===== config.mk =====
export PLATFORM = sky130hd
export DESIGN_NAME = dac_serial_if
export DESIGN_NICKNAME = d
export VERILOG_FILES = /design/src/design/dac_serial_if.v
export VERILOG_INCLUDE_DIRS = /design/src /design/src/design
export SDC_FILE = /design/constraint.sdc
export NUM_CORES = 1
export LEC_CHECK = 0
export BUFFER_PORTS_ARGS = -buffer_cell sky130_fd_sc_hd__buf_2
export CAP_MARGIN = 20
export CORE_MARGIN = 4
export CORE_UTILIZATION = 50
export DETAILED_ROUTE_END_ITERATION = 8
export GPL_ROUTABILITY_DRIVEN = 0
export PLACE_DENSITY = 0.79
export REMOVE_ABC_BUFFERS = 1
export SYNTH_ARGS = -nofsm -noshare
export SYNTH_HDL_FRONTEND = slang
export SYNTH_SLANG_ARGS = --single-unit
export TNS_END_PERCENT = 100

===== constraint.sdc =====
create_clock -name sys_clk -period 2.4 [get_ports sys_clk]
set_input_delay 0.12 -clock sys_clk [delete_from_list [all_inputs] [get_ports sys_clk]]
set_output_delay 0.12 -clock sys_clk [all_outputs]
set_load 0.03 [all_outputs]

===== src/design/dac_serial_consts.vh =====
// Constants for the serial DAC command interface
`ifndef DAC_SERIAL_CONSTS_VH
`define DAC_SERIAL_CONSTS_VH

// ****************************************
// Word layout
// ****************************************
`define SHIFT_WIDTH    32
`define DATA_WIDTH     16
`define CMD_WIDTH      4
`define CMD_MSB        23
`define CMD_LSB        20
`define DATA_MSB       15
`define DATA_LSB       0

// ****************************************
// Command codes
// ****************************************
`define CMD_WRITE      4'h0
`define CMD_UPDATE     4'h1
`define CMD_WRITE_UPD  4'h3
`define CMD_POWER_DOWN 4'h4
`define CMD_NOP        4'hF

// ****************************************
// Reset values
// ****************************************
`define CODE_ZERO      16'h0000
`define CODE_MID       16'h8000

`endif


===== src/design/dac_serial_if.v =====
// Serial command interface of a single-channel voltage-output DAC
`timescale 1ns/1ps
`include "dac_serial_consts.vh"
module dac_serial_if #(
  parameter MIDSCALE_RESET = 0
) (
  // System
  input  wire        sys_clk,
  input  wire        sys_rst,
  input  wire        clk_en,
  // Serial link pins
  input  wire        serial_clk,
  input  wire        select_load_n,
  input  wire        serial_in,
  output reg         serial_out,
  // Control pins
  input  wire        async_update_n,
  input  wire        async_clear_n,
  // Converter side
  output reg  [15:0] dac_code,
  output reg  [15:0] input_code,
  output reg         powered_down
);

  // ****************************************
  // Reset value
  // ****************************************
  // Reset and the clear pin both load the variant's code
  localparam [15:0] RESET_CODE = (MIDSCALE_RESET != 0) ? `CODE_MID : `CODE_ZERO;

  // ****************************************
  // Command decode
  // ****************************************
  function cmd_writes;
    input [3:0] code;
    begin
      cmd_writes = (code == `CMD_WRITE) || (code == `CMD_WRITE_UPD);
    end
  endfunction

  function cmd_updates;
    input [3:0] code;
    begin
      cmd_updates = (code == `CMD_UPDATE) || (code == `CMD_WRITE_UPD);
    end
  endfunction

  function cmd_sleeps;
    input [3:0] code;
    begin
      cmd_sleeps = (code == `CMD_POWER_DOWN);
    end
  endfunction

  // ****************************************
  // Input synchronisers
  // ****************************************
  reg [1:0] sclk_s_q;
  reg [1:0] sel_s_q;
  reg [1:0] sdi_s_q;
  reg [1:0] upd_s_q;
  reg [1:0] clr_s_q;

  // Serial clock, idles low
  always @(posedge sys_clk)
  begin
    if (sys_rst)
    begin
      sclk_s_q <= 2'h0;
    end
    else if (clk_en)
    begin
      sclk_s_q <= {sclk_s_q[0], serial_clk};
    end
  end

  // Select, idles high
  always @(posedge sys_clk)
  begin
    if (sys_rst)
    begin
      sel_s_q <= 2'h3;
    end
    else if (clk_en)
    begin
      sel_s_q <= {sel_s_q[0], select_load_n};
    end
  end

  // Serial data, same depth as the clock so both stay aligned
  always @(posedge sys_clk)
  begin
    if (sys_rst)
    begin
      sdi_s_q <= 2'h0;
    end
    else if (clk_en)
    begin
      sdi_s_q <= {sdi_s_q[0], serial_in};
    end
  end

  // Async update, idles high
  always @(posedge sys_clk)
  begin
    if (sys_rst)
    begin
      upd_s_q <= 2'h3;
    end
    else if (clk_en)
    begin
      upd_s_q <= {upd_s_q[0], async_update_n};
    end
  end

  // Async clear, idles high
  always @(posedge sys_clk)
  begin
    if (sys_rst)
    begin
      clr_s_q <= 2'h3;
    end
    else if (clk_en)
    begin
      clr_s_q <= {clr_s_q[0], async_clear_n};
    end
  end

  // ****************************************
  // Edge detection
  // ****************************************
  reg sclk_d1_q;
  reg sel_d1_q;

  // History starts at the idle level so reset makes no false edge
  always @(posedge sys_clk)
  begin
    if (sys_rst)
    begin
      sclk_d1_q <= 1'b0;
    end
    else if (clk_en)
    begin
      sclk_d1_q <= sclk_s_q[1];
    end
  end

  // Select history
  always @(posedge sys_clk)
  begin
    if (sys_rst)
    begin
      sel_d1_q <= 1'b1;
    end
    else if (clk_en)
    begin
      sel_d1_q <= sel_s_q[1];
    end
  end

  wire sclk_rise = sclk_s_q[1] & ~sclk_d1_q;
  wire sclk_fall = ~sclk_s_q[1] & sclk_d1_q;
  wire sel_low   = ~sel_s_q[1];
  wire sel_rise  = sel_s_q[1] & ~sel_d1_q;
  wire upd_low   = ~upd_s_q[1];
  wire clr_low   = ~clr_s_q[1];

  // ****************************************
  // Shift register and data output
  // ****************************************
  reg [31:0] shift_q;

  // Bits enter only while selected
  always @(posedge sys_clk)
  begin
    if (sys_rst)
    begin
      shift_q <= 32'h00000000;
    end
    else if (clk_en)
    begin
      if (sel_low && sclk_rise)
      begin
        shift_q <= {shift_q[30:0], sdi_s_q[1]};
      end
    end
  end

  // Chain output, always driven
  always @(posedge sys_clk)
  begin
    if (sys_rst)
    begin
      serial_out <= 1'b0;
    end
    else if (clk_en)
    begin
      if (sclk_fall)
      begin
        serial_out <= shift_q[31];
      end
    end
  end

  // ****************************************
  // Command execution
  // ****************************************
  wire [3:0]  cmd_field = shift_q[`CMD_MSB:`CMD_LSB];
  wire [15:0] data_word = shift_q[`DATA_MSB:`DATA_LSB];
  wire        do_write  = cmd_writes(cmd_field);
  wire        do_update = cmd_updates(cmd_field);
  wire        do_pd     = cmd_sleeps(cmd_field);

  reg [15:0] next_input;
  reg        upd_seen_q;

  always @*
  begin
    next_input = (sel_rise && do_write) ? data_word : input_code;
  end

  // ****************************************
  // Input register
  // ****************************************
  // Power-down and other codes leave the old value in place
  always @(posedge sys_clk)
  begin
    if (sys_rst)
    begin
      input_code <= RESET_CODE;
    end
    else if (clk_en)
    begin
      if (clr_low)
      begin
        input_code <= RESET_CODE;
      end
      else if (sel_rise)
      begin
        input_code <= next_input;
      end
    end
  end

  // ****************************************
  // DAC register
  // ****************************************
  // Async update acts once per falling level while deselected, and again at every select rise while held low
  always @(posedge sys_clk)
  begin
    if (sys_rst)
    begin
      dac_code <= RESET_CODE;
    end
    else if (clk_en)
    begin
      if (clr_low)
      begin
        dac_code <= RESET_CODE;
      end
      else if (sel_rise)
      begin
        if (do_update || upd_low)
        begin
          dac_code <= next_input;
        end
      end
      else if (!sel_low && upd_low && !upd_seen_q)
      begin
        dac_code <= input_code;
      end
    end
  end

  // ****************************************
  // Async update history
  // ****************************************
  // A line held low loads only once while deselected, but a line already low when select rises loads again
  always @(posedge sys_clk)
  begin
    if (sys_rst)
    begin
      upd_seen_q <= 1'b0;
    end
    else if (clk_en)
    begin
      upd_seen_q <= upd_low;
    end
  end

  // ****************************************
  // Power state
  // ****************************************
  // A low async line wins over a power-down command
  always @(posedge sys_clk)
  begin
    if (sys_rst)
    begin
      powered_down <= 1'b0;
    end
    else if (clk_en)
    begin
      if (upd_low)
      begin
        powered_down <= 1'b0;
      end
      else if (sel_rise && do_update)
      begin
        powered_down <= 1'b0;
      end
      else if (sel_rise && do_pd)
      begin
        powered_down <= 1'b1;
      end
    end
  end

endmodule


After elaboration in Yosys (flattened, before gate mapping)
Index checks and enable logic that the tools add are counted.

word-level totals
  RAM bits = 0
  word-level logic and storage cells = 54
  bits in read-only memories = 0
  memories kept = 0
  latch bits = 0
  flip-flop bits (word level) = 79
  output and inout port bits = 34

operators by class
  order comparisons = 0
  reduce and logical (&&, ||, !) cells = 16
  multiplexer cells = 10
  shifts and indexed selects = 0
  div/mod/pow operators = 0
  multiply operators = 0
  eq/ne operators = 7
  add/sub/neg operators = 0
  bitwise operators = 8

operator list
  operator            number
  $mux 16             7
  $reduce_and 2->1    4
  $logic_and 1x1->1   6
  $ne 3x1->1 const B  2
  $not 1->1           5
  $eq 4x1->1 const B  1
  $eq 4x2->1 const B  1
  $eq 4x3->1 const B  1
  $logic_not 4->1     1
  $and 1x1->1         3
  $logic_or 1x1->1    3
  $mux 1              3
  $ne 3x2->1 const B  1
  $reduce_and 3->1    1
  $ne 2x1->1 const B  1
  $logic_not 1->1     1

Longest topological paths before layout
Gate-level depths: netlist of run 1.

  word-level depth = 7
  mapped depth = 6

Worst setup path after synthesis of run 1
No wires, ideal clock.

  path type = register -> register
  start = register sel_d1_q
  end = register dac_code[10]
  library setup time = 0.070 ns
  arrival = 1.327 ns
  path buffers = 1
  slack = 1.003 ns
  cell stages (with the launch flop) = 6
  clock period less this slack = 1.397 ns
  cell sequence = dfxtp_1 > nand2b_1 > o31a_1 > a21oi_2 > buf_4 > o2bb2ai_1

between the ends
  word-level cells in the longest chain between the ends = 7
  elaborated cells between the ends (all ways) = 10

ends and longest elaborated chain
  element                 RTL line             RTL
  from (decl)             dac_serial_if.v:133  reg sel_d1_q;
  from (signal assigned)  dac_serial_if.v:157  sel_d1_q <= sel_s_q[1];
  $not 1->1 (*)           dac_serial_if.v:164  wire sel_rise = sel_s_q[1] & ~sel_d1_q;
  $and 1x1->1 (*)         dac_serial_if.v:164
  $logic_and 1x1->1       dac_serial_if.v:219  next_input = (sel_rise && do_write) ? data_word : input_code;
  $mux 16                 dac_serial_if.v:219
  $mux 16                 dac_serial_if.v:263  if (do_update || upd_low)
  $mux 16                 dac_serial_if.v:261  else if (sel_rise)
  $mux 16                 dac_serial_if.v:257  if (clr_low)
  to (signal assigned)    dac_serial_if.v:265  dac_code <= next_input;
  to (signal assigned)    dac_serial_if.v:270  dac_code <= input_code;
  to (decl)               dac_serial_if.v:20   output reg [15:0] dac_code,

Mark *: on every way between the ends. The rest lies on a longest branch, timed or not. The select of a mux whose other input is x is not followed.
A chain may end at the register's enable or synchronous reset.

Worst setup path after layout of run 1
  start = register shift_q[20]
  end = register input_code[15]

between the ends
  word-level cells in the longest chain between the ends = 6
  elaborated cells between the ends (all ways) = 7

ends and longest elaborated chain
  element                                                  RTL line             RTL
  from (decl)                                              dac_serial_if.v:171  reg [31:0] shift_q;
  from (signal assigned)                                   dac_serial_if.v:184  shift_q <= {shift_q[30:0], sdi_s_q[1]};
  $eq 4x2->1 (no line) or $logic_not 4->1 (tied branches)  --
  $logic_or 1x1->1 (*)                                     dac_serial_if.v:37   cmd_writes = (code == `CMD_WRITE) || (code == `CMD_WRITE_UPD);
  $logic_and 1x1->1 (*)                                    dac_serial_if.v:219
  $mux 16 (*)                                              dac_serial_if.v:219
  $mux 16 (*)                                              dac_serial_if.v:238  else if (sel_rise)
  $mux 16 (*)                                              dac_serial_if.v:234  if (clr_low)
  to (signal assigned)                                     dac_serial_if.v:240  input_code <= next_input;
  to (decl)                                                dac_serial_if.v:21   output reg [15:0] input_code,

Marks and branches as above.

==> flow_summary.toml, run 1 <==
[timing]
fin_worst_skew_ns = 0.0118
rsz0062_at_grt = "false"
timing.final.crit_share = 0.661
slew_headroom = 0.525
timing.fmax_ghz = 0.630
finalSetupViolCount = 0
finalCriticalPeriod_ns = 1.59
report.final.slew_viol_count = 0
timing_hold_violations_final = 0
fin_tns_setup_ns = 0
worst_pin_slew_ns = 0.710

[flow_run]
cap_violations = 0

[power_and_ir_drop]
seq_power_share = 0.513
internal-power_w = 0.00204
switchingPower_w = 0.000542
vdd_drop_max_v = 0.000441
power_density_mw_per_mm2 = 749
power_frac_comb = 0.037
total_leakage_power_nw = 1.47
swShare = 0.210
p_total_w = 0.00259
pwr-share-clk = 0.449

[detailed_routing]
drc = 0
post_drt_wl_per_cell_um = 14.2
drt_iter0_drc = 78
first_pass_iters = 4
detail-route-antenna-nets = 0
finalWirelength_um = 6010
routed_via_density = 5.31
vias = 2248

[setup_path]
path_buf_inv = 0
crit_chain = "xnor2_1 > nand3_2 > nor3_4 > a22o_1"
setup.worst_path.end = "input_code[15]"
crit_start = "shift_q[20]"
cp.arrival_ns = 1.87
cp_slowest_stage_delay_ns = 0.57
cp-end-kind = "flop"
ff2ff_setup_slack_ns = 0.81
critPathTopFamily = "simple AND/OR/NAND/NOR gates"
cp_max_fo = 16
reg2reg_from = "shift_q[20]"
critical_path_class = "reg2reg"
critPathRequiredTime_ns = 2.69
crit_cells = 4
r2r.worst_path.cells = 4
startpoint_type = "flop"
r2r-end = "input_code[15]"
cp_slowest_cell = "nor3_4"

[finish]
drive_gt1_frac = 0.202
final_cells = 423
syn_to_final_growth_pct = 17.4
antenna_cells = 0
layout_common_cells = "dfxtp_1, nand2_1, buf_2"
final_common_cell = "dfxtp_1"
nets = 354

[global_routing]
grt_util_all_layers = 0.172
antenna_found_initial = 0
grt_pass1_wl_um = 9860
grt_max_degree = 39
grt-ovfl-total = 0
first_global_vias = 2127

[clock_tree]
numCtsBuffers = 9
postCtsSetupBuffers = 0
htreeDepth = 3
clockBufferDepth = 2
clockRootBuffer = "clkbuf_8"
path_clk_slew_ns = 0.07
clkSinkCount = 79
cts_tree = "done"
clk_latency_ns = 0.35
cts-hold-fix-buffers = 3
cts_resized = 0

[synthesis]
synthCells = 303
syn_area_per_cell_um2 = 9.71
synth_cell_types = 33
ys_seq_area_frac = 0.538
syn_area_mm2 = 0.00294
ys_seq_elements = 79
yosys_warnings = 0

[status]
status = "completed"

[die]
die_w_um = 84.7
dieArea_mm2 = 0.00717
start_util = 0.525
rows = 27
io_pins = 42
core_mm2 = 0.00561
die_h_um = 84.7

[placement]
place_hpwl_um = 3890
numPortBuffers = 41
dp.cells = 403

[worst_hold_path]
hold_class = "in2reg"
[logic make-up (layout without fill, tap and decap cells)]
kind of cell	after synthesis	after routing	synth area share
flip-flops	79	79	0.538
XOR/XNOR	1	1	0.00298
multiplexers	26	26	0.0885
buffers and inverters	23	71	0.0400
AND/OR/NAND/NOR	96	96	0.142
AO/OA/AOI/OAI	78	78	0.189
[worst min-delay path: stages]
cell and delay [ns]:
buf_2 0.07, mux2i_1 0.05, nor2_1 0.07
[layout make-up]
type                       instances  area [um^2]
clock buffer                      10          128
clock inverter                     6          109
fill                             474         2150
inverter                           4         15.0
multi-input combinational        201         1240
sequential                        79         1580
tap                               72         90.1
timing repair buffer              51          288
[state kept, by name (all words and copies together) (netlist names)]
signal	cells
shift_q	32
dac_code	16
input_code	16
clr_s_q	2
sclk_s_q	2
sdi_s_q	2
sel_s_q	2
upd_s_q	2
powered_down	1
sclk_d1_q	1
sel_d1_q	1
serial_out	1
upd_seen_q	1
[metal layers]
layer  share of wire  GRT usage
met1            0.46      0.208
met4           0.017     0.0820
met3           0.048     0.0471
met5               0          0
met2            0.48      0.282
[Yosys cell counts]
| master | number | area share |
|---|---|---|
| a21oi_1 | 33 | 0.056 |
| nand2b_1 | 1 | 0.0021 |
| buf_4 | 2 | 0.0051 |
| o21ai_1 | 1 | 0.0017 |
| a22o_1 | 16 | 0.048 |
| nor3_4 | 1 | 0.0055 |
| nor3b_2 | 1 | 0.0043 |
| and2b_1 | 1 | 0.0026 |
| a21oi_2 | 1 | 0.0030 |
| nand3b_1 | 1 | 0.0026 |
| dfxtp_1 | 79 | 0.54 |
| o2bb2ai_1 | 16 | 0.048 |
| nor2_1 | 12 | 0.015 |
| o21a_1 | 1 | 0.0026 |
| xnor2_1 | 1 | 0.0030 |
| nor2_2 | 1 | 0.0021 |
| a21oi_4 | 1 | 0.0055 |
| a31o_2 | 1 | 0.0030 |
| o31a_1 | 1 | 0.0030 |
| nor2b_1 | 1 | 0.0021 |
| mux2i_1 | 26 | 0.088 |
| nand2_1 | 74 | 0.094 |
| and4bb_1 | 1 | 0.0043 |
| nand3_2 | 1 | 0.0034 |
| buf_2 | 7 | 0.012 |
| buf_6 | 2 | 0.0077 |
| inv_1 | 4 | 0.0051 |
| o211ai_1 | 2 | 0.0051 |
| o21ai_0 | 2 | 0.0034 |
| and3b_1 | 1 | 0.0030 |
| o311ai_2 | 1 | 0.0055 |
| a211oi_1 | 2 | 0.0051 |
| clkbuf_1 | 8 | 0.010 |
[metrics by stage]
| step | utilization | instance area, um^2 | hold WS, ns | setup WS (ns) |
|---|---|---|---|---|
| global route | 0.616 | 3450 | 0.0195 | 0.670 |
| finish | 0.616 | 3450 | 0.0144 | 0.813 |
| global placement | 0.567 | 3180 | 0.333 | 0.616 |
| CTS | 0.614 | 3450 | 0.00139 | 0.490 |
| floorplan | - | 2840 | 0.189 | 0.697 |
| detailed placement | 0.567 | 3180 | 0.346 | 0.531 |
[how the worst min path moves through the flow]
stage | from | end | slack (ns) | cells after the start
finish | serial_clk | sclk_s_q[0] | 0.01 | 3
global route | serial_clk | sclk_s_q[0] | 0.02 | 3
detailed placement | async_update_n | upd_s_q[0] | 0.35 | 3
floorplan | sys_rst | shift_q[0] | 0.19 | 1
CTS | serial_clk | sclk_s_q[0] | 0.001 | 3
global placement | async_clear_n | clr_s_q[0] | 0.33 | 3
[power by group through the flow]
stage	logic, W	registers (W)	clock network (W)
after detailed placement	0.0000924	0.00136	0
after global placement	0.0000902	0.00136	0
after floorplan	0.0000500	0.00136	0
after CTS	0.0000963	0.00133	0.00118
after global routing	0.000107	0.00133	0.00124
final	0.0000966	0.00133	0.00116
(Power assumes the default switching activity.)
==> run 2, diff against run 1 <==
==> constraint.sdc (replaced) <==
create_clock -name sys_clk -period 1.5 [get_ports sys_clk]
set_input_delay 0.075 -clock sys_clk [delete_from_list [all_inputs] [get_ports sys_clk]]
set_output_delay 0.075 -clock sys_clk [all_outputs]
set_load 0.03 [all_outputs]
==> run 2 against run 1 <==
Effect of this change:
- final area rose by 2.7%
- fmax rose by 11%
- power rose by 51%
- worst hold slack improved by 0.064 ns
- first-iteration DRC count rose by 47%
- core utilization rose by 1.7 points
- non-clock buffer count rose by 8
- worst setup slack got worse by 0.75 ns
- clock-buffer cell count fell by 1
- critical path type unchanged
- largest power group unchanged
==> flow_summary.toml, run 2 (synthesis results as in run 1) <==
[timing]
worst_slack_ns = 0.0646
finalCriticalPeriod_ns = 1.44
timing.fmax_ghz = 0.697
slew_headroom = 0.783
rsz0062_at_grt = "false"
hold_ws_ns = 0.0788
report.final.slew_viol_count = 0
timing.final.crit_share = 0.957
timing_hold_violations_final = 0
worst_pin_slew_ns = 0.326
finalSetupViolCount = 0
fin_worst_skew_ns = 0.00594

[clock_tree]
path_clk_slew_ns = 0.08
htreeDepth = 3
cts_resized = 0
clockBufferDepth = 2
numCtsBuffers = 9
cts_tree = "done"
clkSinkCount = 79
clk_latency_ns = 0.35
clockRootBuffer = "clkbuf_8"

[placement]
numPortBuffers = 41
place_hpwl_um = 3870
pre_cts_slack_ns = 0.0252

[global_routing]
grt_pass1_wl_um = 10400
first_global_vias = 2222
grt-ovfl-total = 0
grt_util_all_layers = 0.181
grt_max_degree = 33
antenna_found_initial = 0

[power_and_ir_drop]
power_density_mw_per_mm2 = 1100
vdd_drop_max_v = 0.000738
pwr-share-clk = 0.410
seq_power_share = 0.543
total_leakage_power_nw = 1.52
switchingPower_w = 0.000931
internal-power_w = 0.00298
power_frac_comb = 0.047
swShare = 0.238

[finish]
drive_gt1_frac = 0.217
largest_reg_flops = 32
final_common_cell = "dfxtp_1"
top_register = "shift_q"
reg.largest.list = "shift_q (32), dac_code (16), input_code (16)"
nFillCells = 479
nets = 362
syn_to_final_growth_pct = 20.6
antenna_cells = 0
layout_common_cells = "dfxtp_1, nand2_1, buf_2"

[setup_path]
startpoint_type = "flop"
r2r-end = "dac_code[13]"
r2r.worst_path.cells = 5
critical_path_class = "reg2reg"
cp_max_fo = 16
ff2ff_setup_slack_ns = 0.06
critPathRequiredTime_ns = 1.78
reg2reg_from = "sel_d1_q"
cp-end-kind = "flop"
cp.arrival_ns = 1.72

[detailed_routing]
drt_iter0_drc = 115
vias = 2308
drc = 0
post_drt_wl_per_cell_um = 13.9
detail-route-antenna-nets = 0
finalWirelength_um = 6010
first_pass_iters = 4
routed_via_density = 5.35

[worst_hold_path]
hold_class = "in2reg"
whs_path_depth = 2
hold_start = "sys_rst"
min_delay_worst_endpoint = "shift_q[6]"

[die]
dieArea_mm2 = 0.00717
start_util = 0.525
io_pins = 42
core_mm2 = 0.00561
rows = 27
die_w_um = 84.7
die_h_um = 84.7

[flow_run]
cap_violations = 0

[status]
status = "completed"
## run 2: cell count changes in the layout (fill, tap and decap cells not counted), sizes merged
cell and change:
buf +6, bufinv -2, clkbuf -1, clkinv -1, dlygate4sd3 +2, inv +4
## run 2: layout make-up
| cell class | count | area [um^2] | share of cell area |
|---|---|---|---|
| Clock buffer | 9 | 124 | 0.0349 |
| Clock inverter | 7 | 78.8 | 0.0222 |
| Inverter | 4 | 15.0 | 0.00423 |
| Multi-Input combinational cell | 201 | 1240 | 0.350 |
| Sequential cell | 79 | 1580 | 0.446 |
| Tap cell | 72 | 90.1 | 0.0254 |
| Timing Repair Buffer | 59 | 415 | 0.117 |
## run 2: timing repair
| item | 4_1_cts | 5_1_grt |
|---|---|---|
| endpoints found under the setup margin | 4 | 1 |
| pin swaps | 1 | 1 |
| gates cloned | 0 | 0 |
| hold endpoints to repair | 5 | 0 |
| hold buffers | 5 | 0 |
| setup buffers | 1 | 0 |
## run 2: worst max path at each step
stage,slack [ns],from,to
floorplan,-0.20,shift_q[20],input_code[0]
global placement,0.04,sel_d1_q,input_code[10]
detailed placement,0.03,sel_d1_q,input_code[12]
CTS,0.06,sel_d1_q,dac_code[13]
global route,0.01,sel_d1_q,dac_code[13]
finish,0.06,sel_d1_q,dac_code[13]
## run 2: critical path: stages, from the launching register on
cell and delay (ns):
dfxtp_1 0.34, nand2b_1 0.20, o31a_1 0.33, a21oi_2 0.18
buf_12 0.17, o2bb2ai_1 0.13
## run 2: metal layers
metal	track usage	share of wire	up-vias
li1	-	-	1153
met1	0.218	0.44	1098
met2	0.296	0.49	52
met3	0.0677	0.057	5
met4	0.0647	0.0097	0
met5	0	0	-
## run 2: power groups by stage
stage	Combinational (W)	Sequential, W	Clock, W
global placement	0.000164	0.00217	0
CTS	0.000185	0.00212	0.00164
floorplan	0.0000800	0.00217	0
global route	0.000202	0.00213	0.00174
finish	0.000186	0.00212	0.00160
detailed placement	0.000166	0.00217	0
## run 2: metrics by stage
stage / cell area, um^2 / utilization / total power [W] / cells / setup TNS (ns)
final: 3550 / 0.633 / 0.00391 / 431 / 0
after floorplan: 2840 / - / 0.00225 / 284 / -3.24
after global routing: 3550 / 0.633 / 0.00407 / 431 / 0
after detailed placement: 3270 / 0.584 / 0.00234 / 409 / 0
after CTS: 3550 / 0.633 / 0.00395 / 431 / 0
after global placement: 3270 / 0.584 / 0.00234 / 409 / 0
